==> src/hw/spi_chain_defines.svh <==
`ifndef SPI_CHAIN_DEFINES_SVH
`define SPI_CHAIN_DEFINES_SVH

// Clock period of ref_clk in ns
`define CLK_PERIOD_NS 20
// Sleep pin deglitch time and fault-clear pulse limit, ns
`define T_DEGLITCH_NS 5000
`define T_CLEAR_MAX_NS 20000
// Least time rounds up, longest time rounds down
`define DEGLITCH_CYC ((`T_DEGLITCH_NS + `CLK_PERIOD_NS - 1) / `CLK_PERIOD_NS)
`define CLEAR_MAX_CYC (`T_CLEAR_MAX_NS / `CLK_PERIOD_NS)
// Default wake delay in cycles
`define WAKE_CYC_DEF 50
// Low-pulse counter saturation
`define LOW_CNT_MAX 11'h7FF
// Frame layout
`define WORD_BITS 16
`define BYTE_BITS 8
`define TAG_STATUS 2'h3
`define TAG_HEADER 2'h2
`define HDR_CLR_BIT 5
`define STATUS_RSVD 1'h0

`endif

==> src/hw/spi_chain_pkg.sv <==
package spi_chain_pkg;
	// Device power states
	typedef enum logic [1:0] {MODE_SLEEP, MODE_WAKE, MODE_DISABLE, MODE_ACTIVE} mode_t;
	// Position of the frame parser in the byte stream
	typedef enum logic [2:0] {PH_FIRST, PH_STATUS, PH_HEADER_BYTE_SECOND, PH_BODY, PH_SINGLE, PH_BAD} phase_t;
endpackage

==> src/hw/spi_chain_node.sv <==
`timescale 1ns/100ps
`include "spi_chain_defines.svh"
// Overview of operation
// - Sleep pin low: everything off, port disabled.
// - Sleep only after entry delay; wake delay.
// - Driver-off high: bridge Hi-Z, rest running.
// - Active when awake, driver on, supply good.
// - 5-20 us sleep pulse clears latched faults.
// - Longer low pulse clears faults, may sleep.
// - Clear pulse resets port faults only.
// - Command word: 0, rw, address, ignored, data.
// - Reply word: status byte then report byte.
// - Report shows register before write, or read.
// - Deselected: ignore SCLK/SDI, SDO Hi-Z.
// - Sample on fall, drive on rise, MSB first.
// - Wrong clock count: frame error, word dropped.
// - Chain output: statuses, headers, then reports.
// - Six-bit header count, up to 63 devices.
// - Header clear flag clears faults at deselect.
// - Header bytes start 1,0; second byte's low five bits ignored.
// - Own status byte starts 1,1 unasked.
// - Position from leading statuses; latch own bytes.
// - Protocol error flag, fault low until cleared.
module spi_chain_node
	import spi_chain_pkg::*;
#(
	parameter logic [10:0] SLEEP_CYC = 11'(`CLEAR_MAX_CYC),
	parameter logic [10:0] WAKE_CYC = 11'(`WAKE_CYC_DEF)
) (
	// Clock, reset, enable
	input wire logic ref_clk,
	input wire logic resetn,
	input wire logic clk_en,
	// Device pins
	input wire logic sleep_n_pin,
	input wire logic driver_off_pin,
	input wire logic motor_supply_ok,
	output logic fault_out_n,
	// Serial port pins
	input wire logic chip_select_n,
	input wire logic sclk,
	input wire logic sdi,
	output logic sdo_o,
	output logic sdo_oe,
	// Fault inputs from the protection logic
	input wire logic supply_undervoltage,
	input wire logic pump_undervoltage,
	input wire logic overcurrent,
	input wire logic thermal_flag,
	input wire logic open_load,
	input wire logic fault_active,
	input wire logic clear_fault_bit,
	// Register file access
	output logic [4:0] reg_addr,
	input wire logic [7:0] reg_rdata,
	output logic [7:0] reg_wdata,
	output logic reg_we,
	// Power control and status
	output logic bridge_enable,
	output logic regulator_enable,
	output logic pump_enable,
	output logic port_ready,
	output logic fault_clear,
	output logic frame_error,
	output logic protocol_error_flag
);
	import spi_chain_pkg::*;

	////////////////////////////////////////////////////////////////////////////
	// Reset release and pin synchronisers
	logic [1:0] rst_pipe;
	logic rst_n;
	logic [1:0] sleep_sy, cs_sy, sclk_sy, sdi_sy;
	logic sleep_s, cs_s, sclk_s, sdi_s, sclk_d;

	// Reset asserts at once, releases after two edges
	always_ff @(posedge ref_clk or negedge resetn) begin
		if (!resetn) begin
			rst_pipe <= 2'h0;
		end else begin
			rst_pipe <= {rst_pipe[0], 1'h1};
		end
	end
	assign rst_n = rst_pipe[1];

	// Two flops on the sleep, select, clock and data pins; sclk gets a third for edge finding
	always_ff @(posedge ref_clk or negedge rst_n) begin
		if (!rst_n) begin
			sleep_sy <= 2'h0;
			cs_sy <= 2'h3;
			sclk_sy <= 2'h0;
			sdi_sy <= 2'h0;
			sclk_d <= 1'h0;
		end else if (clk_en) begin
			sleep_sy <= {sleep_sy[0], sleep_n_pin};
			cs_sy <= {cs_sy[0], chip_select_n};
			sclk_sy <= {sclk_sy[0], sclk};
			sdi_sy <= {sdi_sy[0], sdi};
			sclk_d <= sclk_sy[1];
		end
	end
	assign sleep_s = sleep_sy[1];
	assign cs_s = cs_sy[1];
	assign sclk_s = sclk_sy[1];
	assign sdi_s = sdi_sy[1];

	////////////////////////////////////////////////////////////////////////////
	// Power state and sleep pulse timing
	mode_t mode_reg, mode_next;
	logic [10:0] low_cnt_reg, low_cnt_next;
	logic [10:0] wake_cnt_reg, wake_cnt_next;
	logic pin_clr_reg, pin_clr_next;

	always_comb begin
		mode_next = mode_reg;
		low_cnt_next = low_cnt_reg;
		wake_cnt_next = wake_cnt_reg;
		pin_clr_next = 1'h0;
		if (!sleep_s) begin
			if (low_cnt_reg != `LOW_CNT_MAX)
				low_cnt_next = low_cnt_reg + 11'h1;
			// sleep only once the entry delay is over
			if (low_cnt_reg >= SLEEP_CYC)
				mode_next = MODE_SLEEP;
		end else begin
			// qualified pulse clears faults; longer ones too
			if (low_cnt_reg >= 11'(`DEGLITCH_CYC))
				pin_clr_next = 1'h1;
			low_cnt_next = 11'h0;
			case (mode_reg)
				MODE_SLEEP: begin
					mode_next = MODE_WAKE;
					wake_cnt_next = 11'h0;
				end
				MODE_WAKE: begin
					// inputs wait for the wake delay
					wake_cnt_next = wake_cnt_reg + 11'h1;
					if (wake_cnt_reg >= WAKE_CYC)
						mode_next = MODE_DISABLE;
				end
				MODE_DISABLE, MODE_ACTIVE: begin
					mode_next = (!driver_off_pin && motor_supply_ok) ? MODE_ACTIVE : MODE_DISABLE;
				end
				default: mode_next = MODE_SLEEP;
			endcase
		end
	end

	always_ff @(posedge ref_clk or negedge rst_n) begin
		if (!rst_n) begin
			mode_reg <= MODE_SLEEP;
			low_cnt_reg <= 11'h0;
			wake_cnt_reg <= 11'h0;
			pin_clr_reg <= 1'h0;
		end else if (clk_en) begin
			mode_reg <= mode_next;
			low_cnt_reg <= low_cnt_next;
			wake_cnt_reg <= wake_cnt_next;
			pin_clr_reg <= pin_clr_next;
		end
	end

	// sleep turns all supplies and drivers off
	assign regulator_enable = (mode_reg != MODE_SLEEP);
	assign pump_enable = (mode_reg != MODE_SLEEP);
	assign bridge_enable = (mode_reg == MODE_ACTIVE);
	assign port_ready = (mode_reg == MODE_DISABLE) || (mode_reg == MODE_ACTIVE);

	////////////////////////////////////////////////////////////////////////////
	// Serial frame engine
	phase_t ph_reg, ph_next;
	logic cs_d_reg, cs_d_next;
	logic [10:0] bit_reg, bit_next, out_reg, out_next;
	logic [7:0] rx_reg, rx_next, stat_reg, stat_next, rep_reg, rep_next;
	logic [7:0] slot_reg, slot_next, base_reg, base_next;
	logic [5:0] pos_reg, pos_next, cnt_reg, cnt_next;
	logic [4:0] addr_reg, addr_next;
	logic [7:0] data_reg, data_next;
	logic rw_reg, rw_next, gclr_reg, gclr_next, load_reg, load_next;
	logic sdo_reg, sdo_next, oe_reg, oe_next;
	logic we_reg, we_next, ferr_reg, ferr_next, hclr_reg, hclr_next;
	logic clr_reg, clr_next, perr_reg, perr_next, fout_reg, fout_next;
	logic cs_act, fall, rise;
	logic [7:0] b, ob;
	logic [10:0] exp_bits;

	// Single frames need one word; chain frames scale with count
	function automatic logic [10:0] frame_bits(input phase_t ph, input logic [7:0] base,
		input logic [5:0] n);
		if (ph == PH_SINGLE)
			frame_bits = 11'(`WORD_BITS);
		else if (ph == PH_BODY && n != 6'h0)
			frame_bits = 11'({base + {1'h0, n, 1'h0}, 3'h0});
		else
			frame_bits = 11'h0;
	endfunction

	// port only listens while selected and awake
	assign cs_act = !cs_s && port_ready;
	assign fall = cs_act && !cs_d_reg && sclk_d && !sclk_s;
	assign rise = cs_act && !cs_d_reg && !sclk_d && sclk_s;

	always_comb begin
		ph_next = ph_reg;
		cs_d_next = !cs_act;
		bit_next = bit_reg;
		out_next = out_reg;
		rx_next = rx_reg;
		stat_next = stat_reg;
		rep_next = load_reg ? reg_rdata : rep_reg;
		slot_next = slot_reg;
		base_next = base_reg;
		pos_next = pos_reg;
		cnt_next = cnt_reg;
		addr_next = addr_reg;
		data_next = data_reg;
		rw_next = rw_reg;
		gclr_next = gclr_reg;
		load_next = 1'h0;
		sdo_next = sdo_reg;
		oe_next = cs_act;
		we_next = 1'h0;
		ferr_next = 1'h0;
		hclr_next = 1'h0;
		b = bit_reg[10:3];
		ob = 8'(out_reg[10:3] - 8'h1);
		exp_bits = frame_bits(ph_reg, base_reg, cnt_reg);
		if (cs_act && cs_d_reg) begin
			// Frame start; status byte snapshot
			ph_next = PH_FIRST;
			bit_next = 11'h0;
			out_next = 11'h0;
			slot_next = 8'hFF;
			pos_next = 6'h0;
			gclr_next = 1'h0;
			stat_next = {`TAG_STATUS, supply_undervoltage, pump_undervoltage, overcurrent,
				`STATUS_RSVD, thermal_flag, open_load};
		end else if (!cs_act && !cs_d_reg) begin
			// check the clock count at deselect
			if (bit_reg == exp_bits && exp_bits != 11'h0) begin
				we_next = !rw_reg;
				hclr_next = gclr_reg;
			end else begin
				ferr_next = 1'h1;
			end
		end
		if (fall) begin
			// sample on falling edge, MSB first
			rx_next = {rx_reg[6:0], sdi_s};
			if (bit_reg != `LOW_CNT_MAX)
				bit_next = bit_reg + 11'h1;
			if (bit_reg[2:0] == 3'h7) begin
				case (ph_reg)
					PH_FIRST, PH_STATUS: begin
						if (rx_next[7:6] == `TAG_STATUS && pos_reg != 6'h3F) begin
							pos_next = pos_reg + 6'h1;
							ph_next = PH_STATUS;
						end else if (rx_next[7:6] == `TAG_HEADER) begin
							cnt_next = rx_next[5:0];
							ph_next = PH_HEADER_BYTE_SECOND;
						end else if (ph_reg == PH_FIRST && !rx_next[7]) begin
							// single word, address in bits 13..9
							rw_next = rx_next[6];
							addr_next = rx_next[5:1];
							slot_next = 8'h0;
							load_next = 1'h1;
							ph_next = PH_SINGLE;
						end else begin
							ph_next = PH_BAD;
						end
					end
					PH_HEADER_BYTE_SECOND: begin
						gclr_next = rx_next[`HDR_CLR_BIT];
						base_next = 8'(b + 8'h1);
						slot_next = 8'(b + 8'h1 + {2'h0, pos_reg});
						ph_next = (rx_next[7:6] == `TAG_HEADER && pos_reg < cnt_reg) ? PH_BODY
							: PH_BAD;
					end
					PH_BODY: begin
						// latch only own address and data
						if (b == slot_reg) begin
							rw_next = rx_next[6];
							addr_next = rx_next[5:1];
							load_next = 1'h1;
						end
						if (b == 8'(slot_reg + {2'h0, cnt_reg}))
							data_next = rx_next;
					end
					PH_SINGLE: begin
						if (b == 8'h1)
							data_next = rx_next;
					end
					default: ph_next = PH_BAD;
				endcase
			end
		end
		if (rise) begin
			if (out_reg < 11'(`BYTE_BITS))
				sdo_next = stat_reg[3'h7 - out_reg[2:0]];
			// own slot carries the report, read before any write
			else if (ob == slot_reg)
				sdo_next = rep_reg[3'h7 - out_reg[2:0]];
			// other bytes forwarded one byte late
			else
				sdo_next = rx_reg[7];
			if (out_reg != `LOW_CNT_MAX)
				out_next = out_reg + 11'h1;
		end
		// port faults clear by pin pulse, register bit or header
		clr_next = pin_clr_reg || clear_fault_bit || hclr_reg;
		// error stays until cleared; a new error wins
		perr_next = ferr_reg || (perr_reg && !clr_reg);
		fout_next = !(perr_next || fault_active);
	end

	always_ff @(posedge ref_clk or negedge rst_n) begin
		if (!rst_n) begin
			ph_reg <= PH_FIRST;
			cs_d_reg <= 1'h1;
			bit_reg <= 11'h0;
			out_reg <= 11'h0;
			rx_reg <= 8'h0;
			stat_reg <= 8'h0;
			rep_reg <= 8'h0;
			slot_reg <= 8'hFF;
			base_reg <= 8'h0;
			pos_reg <= 6'h0;
			cnt_reg <= 6'h0;
			addr_reg <= 5'h0;
			data_reg <= 8'h0;
			rw_reg <= 1'h1;
			gclr_reg <= 1'h0;
			load_reg <= 1'h0;
			sdo_reg <= 1'h0;
			oe_reg <= 1'h0;
			we_reg <= 1'h0;
			ferr_reg <= 1'h0;
			hclr_reg <= 1'h0;
			clr_reg <= 1'h0;
			perr_reg <= 1'h0;
			fout_reg <= 1'h1;
		end else if (clk_en) begin
			ph_reg <= ph_next;
			cs_d_reg <= cs_d_next;
			bit_reg <= bit_next;
			out_reg <= out_next;
			rx_reg <= rx_next;
			stat_reg <= stat_next;
			rep_reg <= rep_next;
			slot_reg <= slot_next;
			base_reg <= base_next;
			pos_reg <= pos_next;
			cnt_reg <= cnt_next;
			addr_reg <= addr_next;
			data_reg <= data_next;
			rw_reg <= rw_next;
			gclr_reg <= gclr_next;
			load_reg <= load_next;
			sdo_reg <= sdo_next;
			oe_reg <= oe_next;
			we_reg <= we_next;
			ferr_reg <= ferr_next;
			hclr_reg <= hclr_next;
			clr_reg <= clr_next;
			perr_reg <= perr_next;
			fout_reg <= fout_next;
		end
	end

	// Outputs straight from flops
	assign reg_addr = addr_reg;
	assign reg_wdata = data_reg;
	assign reg_we = we_reg;
	assign sdo_o = sdo_reg;
	assign sdo_oe = oe_reg;
	assign frame_error = ferr_reg;
	assign fault_clear = clr_reg;
	assign protocol_error_flag = perr_reg;
	assign fault_out_n = fout_reg;
endmodule

==> config.mk <==
export PLATFORM = sky130hd
export DESIGN_NAME = spi_chain_node
export DESIGN_NICKNAME = d
export VERILOG_FILES = /design/src/hw/spi_chain_pkg.sv /design/src/hw/spi_chain_node.sv
export VERILOG_INCLUDE_DIRS = /design/src /design/src/hw
export SDC_FILE = /design/constraint.sdc
export NUM_CORES = 1
export LEC_CHECK = 0
export BUFFER_PORTS_ARGS = -buffer_cell sky130_fd_sc_hd__buf_2
export CORE_UTILIZATION = 62
export CTS_CLUSTER_DIAMETER = 60
export CTS_CLUSTER_SIZE = 28
export DETAILED_ROUTE_END_ITERATION = 16
export HOLD_SLACK_MARGIN = 0.02
export PLACE_DENSITY = 0.84
export SYNTH_ARGS = -nofsm -noshare
export SYNTH_HDL_FRONTEND = slang
export SYNTH_SLANG_ARGS = --single-unit
==> constraint.sdc <==
create_clock -name ref_clk -period 5 [get_ports ref_clk]
set_input_delay 0.75 -clock ref_clk [delete_from_list [all_inputs] [get_ports ref_clk]]
set_output_delay 0.75 -clock ref_clk [all_outputs]
set_load 0.005 [all_outputs]
=== After elaboration in Yosys (flattened, before gate mapping) ===
Index checks and enable logic that the tools add are counted.
W data, S select, Z words.

* Add/subtract/negate cells: 11
* $lt $le $gt $ge: 6
* Reductions and logical operators: 54
* Mux-type cells: 77
* Equal/unequal tests: 26
* Bitwise operators: 1

{| class="wikitable"
|+ Operator list
! kind !! count
|-
| $mux W11 || 10
|-
| $mux W8 || 8
|-
| $add A11 B1 Y11 const B || 4
|-
| $ne A11 B11 Y1 const B || 3
|-
| $pmux W8 S2 || 2
|-
| $mux W1 || 31
|-
| $mux W6 || 5
|-
| $eq A8 B8 Y1 || 3
|-
| $pmux W11 S2 || 1
|-
| $mux W5 || 4
|-
| $mux W3 || 6
|-
| $add A8 B6 Y8 || 2
|-
| $logic_and A1 B1 Y1 || 15
|-
| $reduce_and A6 Y1 || 2
|-
| $reduce_bool A2 Y1 || 6
|-
| $eq A11 B11 Y1 || 1
|-
| $ge A11 B10 Y1 const B || 1
|-
| $ge A11 B6 Y1 const B || 1
|-
| $ge A11 B8 Y1 const B || 1
|-
| $lt A11 B4 Y1 const B || 1
|-
| $reduce_bool A11 Y1 || 1
|-
| $logic_not A1 Y1 || 10
|-
| $pmux W5 S2 || 1
|-
| $reduce_and A2 Y1 || 5
|-
| 31 further kinds || 51
|}

* Input bits: 24
* Word-level logic and storage cells: 209
* Output and inout bits: 24
* Flip-flop bits (word level): 136

=== Depth between registers and ports, before layout ===
Gate-level depths: netlist of the first run.

* Depth in word-level cells: 11
* Mapped depth: 12
* Gate-level depth less buffers: 11

=== Worst setup path before layout of the first run ===
OpenSTA, ideal clock, no wires.

* Kind: flip-flop to flip-flop
* From: reg cnt_reg[0]
* To: reg data_reg[0], in the netlist reg_wdata[0]
* Data required time: 4.875 ns
* Data arrival time: 2.472 ns
* Path slack: 2.403 ns
* Period minus slack after synthesis: 2.597 ns
* Buffers on the path: 1
* Setup time: 0.125 ns
* Stages on the path, launching flop included: 11
* Cells stage by stage: dfrtp_1 ha_1 fa_1 a21o_1 a21o_1 a21o_1 a21oi_1 xor2_1 a41o_1 buf_4 mux2_2

* Longest elaborated chain between the ends: 4

{| class="wikitable"
|+ Ends and longest elaborated chain
! what !! RTL line !! source
|-
| start: declaration || spi_chain_node.sv:176 || <nowiki>logic [5:0] pos_reg, pos_next, cnt_reg, cnt_next;</nowiki>
|-
| start signal: assignment || spi_chain_node.sv:353 || <nowiki>cnt_reg <= cnt_next;</nowiki>
|-
| $add A8 B6 Y8 || spi_chain_node.sv:286 || <nowiki>if (b == 8'(slot_reg + {2'h0, cnt_reg}))</nowiki>
|-
| $eq A8 B8 Y1 || spi_chain_node.sv:286 ||
|-
| $ne A2 B1 Y1 (no line) || n/a ||
|-
| $reduce_and A6 Y1 (no line) || n/a ||
|-
| end signal: assignment || spi_chain_node.sv:355 || <nowiki>data_reg <= data_next;</nowiki>
|-
| end: declaration || spi_chain_node.sv:178 || <nowiki>logic [7:0] data_reg, data_next;</nowiki>
|}

No other way between the ends.
A chain may end at the register's enable or synchronous reset.

=== Worst setup path after layout of the first run ===
* From: reg cnt_reg[0]
* To: reg data_reg[3], in the netlist reg_wdata[3]

The elaborated chain is that of the path after synthesis.

==> results.md, run 1 <==
- Overflow after GRT: 0
- Initial core utilization: 63.61%
- CTS hold repair buffers: 0
- Slowest cell delay on critical path: 0.47 ns
- Setup crit start kind: register
- Gpl congestion: 0.9195
- Reg2Reg Capture Point: reg_wdata[3]$_DFFE_PN0P_
- Post-DRT Antenna Nets: 0
- DPL Wire Length: 12960 um
- Yosys warning count: 0
- CTS max path bufs: 2
- GRT Util Overall: 30.78%
- Syn Nets: 897
- Synth Area per Inst: 9.626 um^2
- 1st-pass router iterations: 7
- CTS tree: done
- Crit path max-delay family: compound AO/OA/AOI/OAI gates
- Most common cell after layout, fill and taps aside: dfrtp_1
- Worst-path cell chain: ha_1 -> fa_1 -> a21o_1 -> a21o_1 -> a21o_1 -> a21oi_1 -> xor2_1 -> a41o_1 -> mux2_2
- CP Capture Type: register
- Post-synthesis cell count: 834
- Placed cell areas: 8329 um^2
- Synth cell types: 73
- Nets: 929
- Max Freq: 0.3318 GHz
- N_diodes: 0
- Drc violations: 0
- Leakage: 4.060 nW
- Max-slew violations: 0
- Worst-Skew Late Latency: 0.43 ns
- HP Class: in -> async
- CP arrival: 3.32 ns
- Row Count: 41
- R2R cell count: 9
- Number of DRC markers in iteration 0: 594
- Worst Tran Pin Value: 1.120 ns
- Port Buffer Count: 47
- Finish-stage setup viols: 0
- Max-Cap Viols: 0
- CP Depth: 9
- Post-synthesis sequential area ratio: 42.60%
- Chip height: 115.8 um
- P per Cell Area: 343.6 nW/um^2
- Final period util: 60.28%
- Commonest non-fill, non-tap cells in the layout: dfrtp_1, nand2_1, nor2_1
- First-pass GRT wire length: 31350 um
- Post-synth EDFFs: 0
- Largest net degree at the start of global routing: 90
- Vias: 6515
- Via density: 6.199
- Die area: 13410 um^2
- CTS clk-pin slew, worst paths: 0.06 ns
- Final Hold Viols: 0
- WL/cell: 18.13 um
- Root Driver: clkbuf_16
- Critical path required time: 5.31 ns
- Total wire length: 19050 um
- Status: finished clean
- Clock sinks: 136
- #FFs+latches synth: 136
- Min Tclk post-route: 3.014 ns
- RSZ-0062 raised after global routing: false
- Most frequent CP cell: a21o_1
- Initial antenna violation count: 0
- Worst-case clock skew: 0.01028 ns
- Post-Syn Area: 8028 um^2
- Most used flip-flop cell after synthesis: dfrtp_1
- Setup tns final: 0 ns
- Pwr Total: 3.054 mW
- CTS H-Tree Depth: 4
- Post-CTS sizing: 0
- CP Class: reg -> reg
- Area Overhead vs Synth: 10.69%
- Slowest stage cell, crit path: a41o_1
- Io pins: 48
- Post-CTS Setup Bufs: 0
- Max-slew headroom: 25.36%
- CP bufs+invs: 0
- Core area: 12620 um^2
- Slack of the worst reg-to-reg path: 1.99 ns
- CTS buffer count: 17
- RR Startpoint: cnt_reg[0]$_DFFE_PN0P_
- Max FO, Critical Path: 8
- Cell area after layout: 8886 um^2
- Vias in the first global route: 6248
- Die W: 115.8 um
- Peak VDD IR: 0.0002767 V
- Layout cells sized above 1: 18.09%
- Async set-or-reset flop fraction in the synthesized netlist: 100.0%
-- layer usage --
| layer | wire length [um] | GRT usage (%) | part of all wire [%] | up-vias |
|---|---|---|---|---|
| met1 | 8322 | 41.90 | 44 | 3188 |
| met2 | 9162 | 48.53 | 48 | 253 |
| met5 | 0 | 0 | 0 | - |
| met4 | 382 | 11.20 | 2.0 | 0 |
| met3 | 1185 | 7.061 | 6.2 | 36 |
| li1 | - | - | - | 3038 |
-- where the power goes --
group	leakage (nW)	internal [mW]	switching, mW
clock network	0.275	0.687	0.504
logic	2.00	0.222	0.249
registers	1.79	1.23	0.163
-- cells by family after synthesis --
group	Yosys count	share of synthesized area, %
xor+xnor	56	6.110
other cells	1	0.04671
compound gates	179	14.46
fa+ha+maj	39	6.359
buf+inv	69	3.678
simple gates	293	17.88
flops	136	42.60
mux	61	8.868
-- through the flow --
| stage | util, % | setup slack (ns) | hold WS, ns | instances |
|---|---|---|---|---|
| detailed placement | 66.00 | 1.951 | 0.3395 | 1019 |
| global placement | 66.00 | 2.005 | 0.3459 | 1019 |
| global route | 70.41 | 1.819 | 0.07996 | 1051 |
| floorplan | - | 0.9530 | 0.3312 | 834 |
| finish | 70.41 | 1.986 | 0.09040 | 1051 |
| CTS | 70.41 | 2.005 | 0.08511 | 1051 |
-- area by class of cell --
cell class	count	area (um^2)
clock buffers	18	429.2
inverters	32	120.1
well taps	172	215.2
clock inverters	14	127.6
repair buffers	50	257.7
flip-flops and latches	136	3423
fillers	952	3734
multi-input cells	629	4313
-- synth_stat cells, types with 3 or more instances --
library cell	number	area share, %
nor3_1	17	1.1
mux2_2	51	7.2
dfstp_2	13	4.3
a211oi_1	7	0.65
nand2_1	81	3.8
xnor2_1	26	2.8
mux2i_1	7	0.87
nand4_1	11	0.86
and3_1	7	0.55
a21oi_1	45	2.8
o21ai_0	52	3.2
inv_1	32	1.5
o211ai_1	5	0.47
buf_4	3	0.28
and2_1	5	0.39
nor2_1	80	3.7
clkbuf_1	21	0.98
or3_1	9	0.70
a22o_1	9	0.98
a21o_1	9	0.84
ha_1	36	5.6
xor2_1	30	3.3
and3b_1	4	0.44
o31ai_1	8	0.75
nor2b_1	9	0.70
a32o_1	4	0.50
mux4_2	3	0.84
nand2b_1	11	0.86
dfrtp_1	123	38
nand3_1	29	1.8
fa_1	3	0.75
a41oi_1	3	0.33
nor4_1	11	0.86
o22ai_1	4	0.31
buf_1	3	0.14
nand3b_1	4	0.37
buf_2	8	0.50
-- how the worst max path moves through the flow --
stage,start,to,slack (ns)
after detailed placement,clk_en,slot_reg[7]$_DFFE_PN1P_,1.95
final,cnt_reg[0]$_DFFE_PN0P_,reg_wdata[3]$_DFFE_PN0P_,1.99
after floorplan,rst_pipe[1]$_DFF_PN0_,base_reg[0]$_DFFE_PN0P_,0.95
after CTS,cnt_reg[0]$_DFFE_PN0P_,reg_wdata[3]$_DFFE_PN0P_,2.01
after global placement,clk_en,slot_reg[7]$_DFFE_PN1P_,2.00
after global routing,cnt_reg[0]$_DFFE_PN0P_,hclr_reg$_DFFE_PN0P_,1.82
Note: power is estimated with default switching activity, not from simulation.
==> run 2, diff against run 1 <==
--- a/config.mk
+++ b/config.mk
@@ -7,12 +7,12 @@
 export NUM_CORES = 1
 export LEC_CHECK = 0
 export BUFFER_PORTS_ARGS = -buffer_cell sky130_fd_sc_hd__buf_2
-export CORE_UTILIZATION = 62
+export CORE_UTILIZATION = 56
 export CTS_CLUSTER_DIAMETER = 60
 export CTS_CLUSTER_SIZE = 28
 export DETAILED_ROUTE_END_ITERATION = 16
 export HOLD_SLACK_MARGIN = 0.02
-export PLACE_DENSITY = 0.84
+export PLACE_DENSITY = 0.8
 export SYNTH_ARGS = -nofsm -noshare
 export SYNTH_HDL_FRONTEND = slang
 export SYNTH_SLANG_ARGS = --single-unit
==> constraint.sdc (replaced) <==
create_clock -name ref_clk -period 2.5 [get_ports ref_clk]
set_input_delay 0.375 -clock ref_clk [delete_from_list [all_inputs] [get_ports ref_clk]]
set_output_delay 0.375 -clock ref_clk [all_outputs]
set_load 0.005 [all_outputs]
==> run 2 against run 1 <==
  * The flow now finishes with violations (negative setup slack)
  * Sequential power up 94%
  * Maximum frequency up 11%
  * Worst hold slack worse by 0.010 ns
  * Sequential share of layout area fell by 3.7 points
  * Non-clock buffer count rose by 81
==> results.md, run 2 (synthesis gave the netlist of run 1 again) <==
- Setup WS post-layout: -0.2072 ns (-2.193 ns)
- Largest net degree at the start of global routing: 46 (-49%)
- Area Overhead vs Synth: 22.54%
- Io pins: 48 (unchanged)
- Nets: 1010 (+8.7%)
- Initial antenna violation count: 0 (unchanged)
- Port Buffer Count: 47 (unchanged)
- HP Class: in -> reg
- Total wire length: 22800 um (+20%)
- CP Class: reg -> reg
- # fillers: 968 (+1.7%)
- Chip height: 121.7 um (+5.1%)
- CP Capture Type: register
- Worst-case clock skew: 0.01206 ns (+0.001779 ns)
- Commonest non-fill, non-tap cells in the layout: dfrtp_1, nand2_1, nor2_1
- Clock sinks: 136 (unchanged)
- Vias in the first global route: 6946 (+11%)
- Multi-input logic area: 4524 um^2 (+4.9%)
- CTS tree: done
- Root Driver: clkbuf_16
- Row Count: 43 (+4.9%)
- First-pass GRT wire length: 34820 um (+11%)
- Number of DRC markers in iteration 0: 763 (+28%)
- Vias: 7184 (+10%)
- Min Tclk post-route: 2.707 ns (-0.3069 ns)
- RSZ-0062 raised after global routing: true
- Leakage: 4.510 nW (+11%)
- DPL Wire Length: 15040 um (+16%)
- Core area: 13930 um^2 (+10%)
- Worst-path cell chain: nand2_1 -> buf_4 -> nor3_1 -> a41oi_1 -> o21a_1 -> o21ai_0 -> o41ai_1
- N_diodes: 0 (unchanged)
- Slowest cell delay on critical path: 0.68 ns (+0.21 ns)
- CTS max path bufs: 2 (unchanged)
- Max-Cap Viols: 0 (unchanged)
- Most common cell after layout, fill and taps aside: dfrtp_1
- Die W: 121.7 um (+5.1%)
- Pwr Total: 6.477 mW (+110%)
- P per Cell Area: 658.4 nW/um^2 (+92%)
- GRT Util Overall: 30.99% (+0.20 points)
- Failing checks: negative setup slack
- Max-slew headroom: 57.11% (+32 points)
- Finish-stage setup viols: 12 (+12)
- CTS buffer count: 17 (unchanged)
- Final period util: 108.3% (+48 points)
- Setup tns final: -1.728 ns (-1.728 ns)
- Critical path required time: 2.78 ns (-2.53 ns)
- Status: complete, but fails checks
- CP bufs+invs: 1 (+1)
- Die area: 14820 um^2 (+11%)
- Layout cells sized above 1: 27.92% (+9.8 points)
- Peak VDD IR: 0.0006297 V (+130%)
- Slowest stage cell, crit path: dfrtp_1
- Max FO, Critical Path: 11 (+3)
- Crit path max-delay family: compound AO/OA/AOI/OAI gates
- Setup crit start kind: register
- CTS clk-pin slew, worst paths: 0.07 ns (about the same)
- Final Hold Viols: 0 (unchanged)
- Via density: 6.302 (+1.7%)
- 1st-pass router iterations: 5 (-2)
- Max-slew violations: 0 (unchanged)
- Worst Tran Pin Value: 0.6411 ns (-0.4784 ns)
- Gpl congestion: 0.9527 (+3.6%)
- Max Freq: 0.3694 GHz (+11%)
- CTS H-Tree Depth: 4 (unchanged)
- Worst-Skew Late Latency: 0.44 ns (about the same)
- WL/cell: 20.00 um (+10%)
- Sequential cell area: 3427 um^2 (+0.11%)
- CP arrival: 2.98 ns (-0.34 ns)
- Post-DRT Antenna Nets: 0 (unchanged)
- Initial core utilization: 57.61% (-6.0 points)
- Drc violations: 0 (unchanged)
- Overflow after GRT: 0 (unchanged)
## run 2: cell count changes in the layout (fill, tap and decap cells not counted), sizes merged
cell	previous run	this run
buf	50	130
clkinv	9	2
clkbuf	18	21
inv	35	37
bufinv	1	2
clkinvlp	1	2
dlygate4sd3	0	1
## run 2: where the power goes
part           leakage, nW  switching (mW)  internal, mW
Clock                0.293            1.02          1.57
Combinational         2.43           0.656         0.540
Sequential            1.78           0.234          2.46
Total                 4.51            1.91          4.56
## run 2: worst paths after layout
| check | slack, ns | endpoint | start | cells past startpoint |
|---|---|---|---|---|
| max in group asynchronous | 1.49 | slot_reg[4]$_DFFE_PN1P_ | rst_pipe[1]$_DFF_PN0_ | 1 |
| hold / removal | 0.08 | fault_out_n$_DFFE_PN1P_ | fault_active | 2 |
| setup / recovery | -0.21 | bit_reg[9]$_DFFE_PN0P_ | bit_reg[6]$_DFFE_PN0P_ | 7 |
| min in group asynchronous | 0.24 | rst_pipe[1]$_DFF_PN0_ | resetn | 2 |
| setup reg to reg | -0.21 | bit_reg[9]$_DFFE_PN0P_ | bit_reg[6]$_DFFE_PN0P_ | 7 |
| hold reg to reg | 0.31 | rx_reg[0]$_DFFE_PN0P_ | rst_pipe[1]$_DFF_PN0_ | 0 |
## run 2: timing repair
item / 4_1_cts / 5_1_grt
gates resized for setup: 17 / 29
endpoints found under the hold margin: 2 / 0
hold buffers: 1 / 0
pin swaps: 12 / 16
buffers inserted: 5 / 6
endpoints found under the setup margin: 14 / 20
## run 2: layout make-up
class,count,area share (%)
Multi-Input combinational cell,629,45.99
Timing Repair Buffer,131,9.501
Clock buffer,21,4.782
Tap cell,180,2.289
Clock inverter,11,1.374
Sequential cell,136,34.84
Inverter,32,1.221
## run 2: worst reg2reg max path, stage by stage, from the launching register on
cell and delay (ns):
dfrtp_1 0.68, nand2_1 0.18, buf_4 0.18, nor3_1 0.48, a41oi_1 0.35, o21a_1 0.20, o21ai_0 0.27, o41ai_1 0.20
## run 2: routing by layer
metal	share of wire (%)	track usage, %	vias up
met2	48	48.97	396
met5	0	0	-
met4	4.8	18.06	0
met1	39	38.88	3468
li1	-	-	3206
met3	8.6	7.257	114
## run 2: stage by stage
step	worst slack (ns)	hold WS, ns	util (%)	cell area [um^2]	cells
final	-0.2072	0.08007	70.59	9837	1140
after global routing	-0.2800	0.08393	70.59	9837	1140
after CTS	-0.1304	0.07862	69.10	9629	1134
after detailed placement	-0.1269	0.1631	64.04	8924	1097
after global placement	-0.05906	0.1596	64.04	8924	1097
after floorplan	0.005903	0.07941	-	8041	834
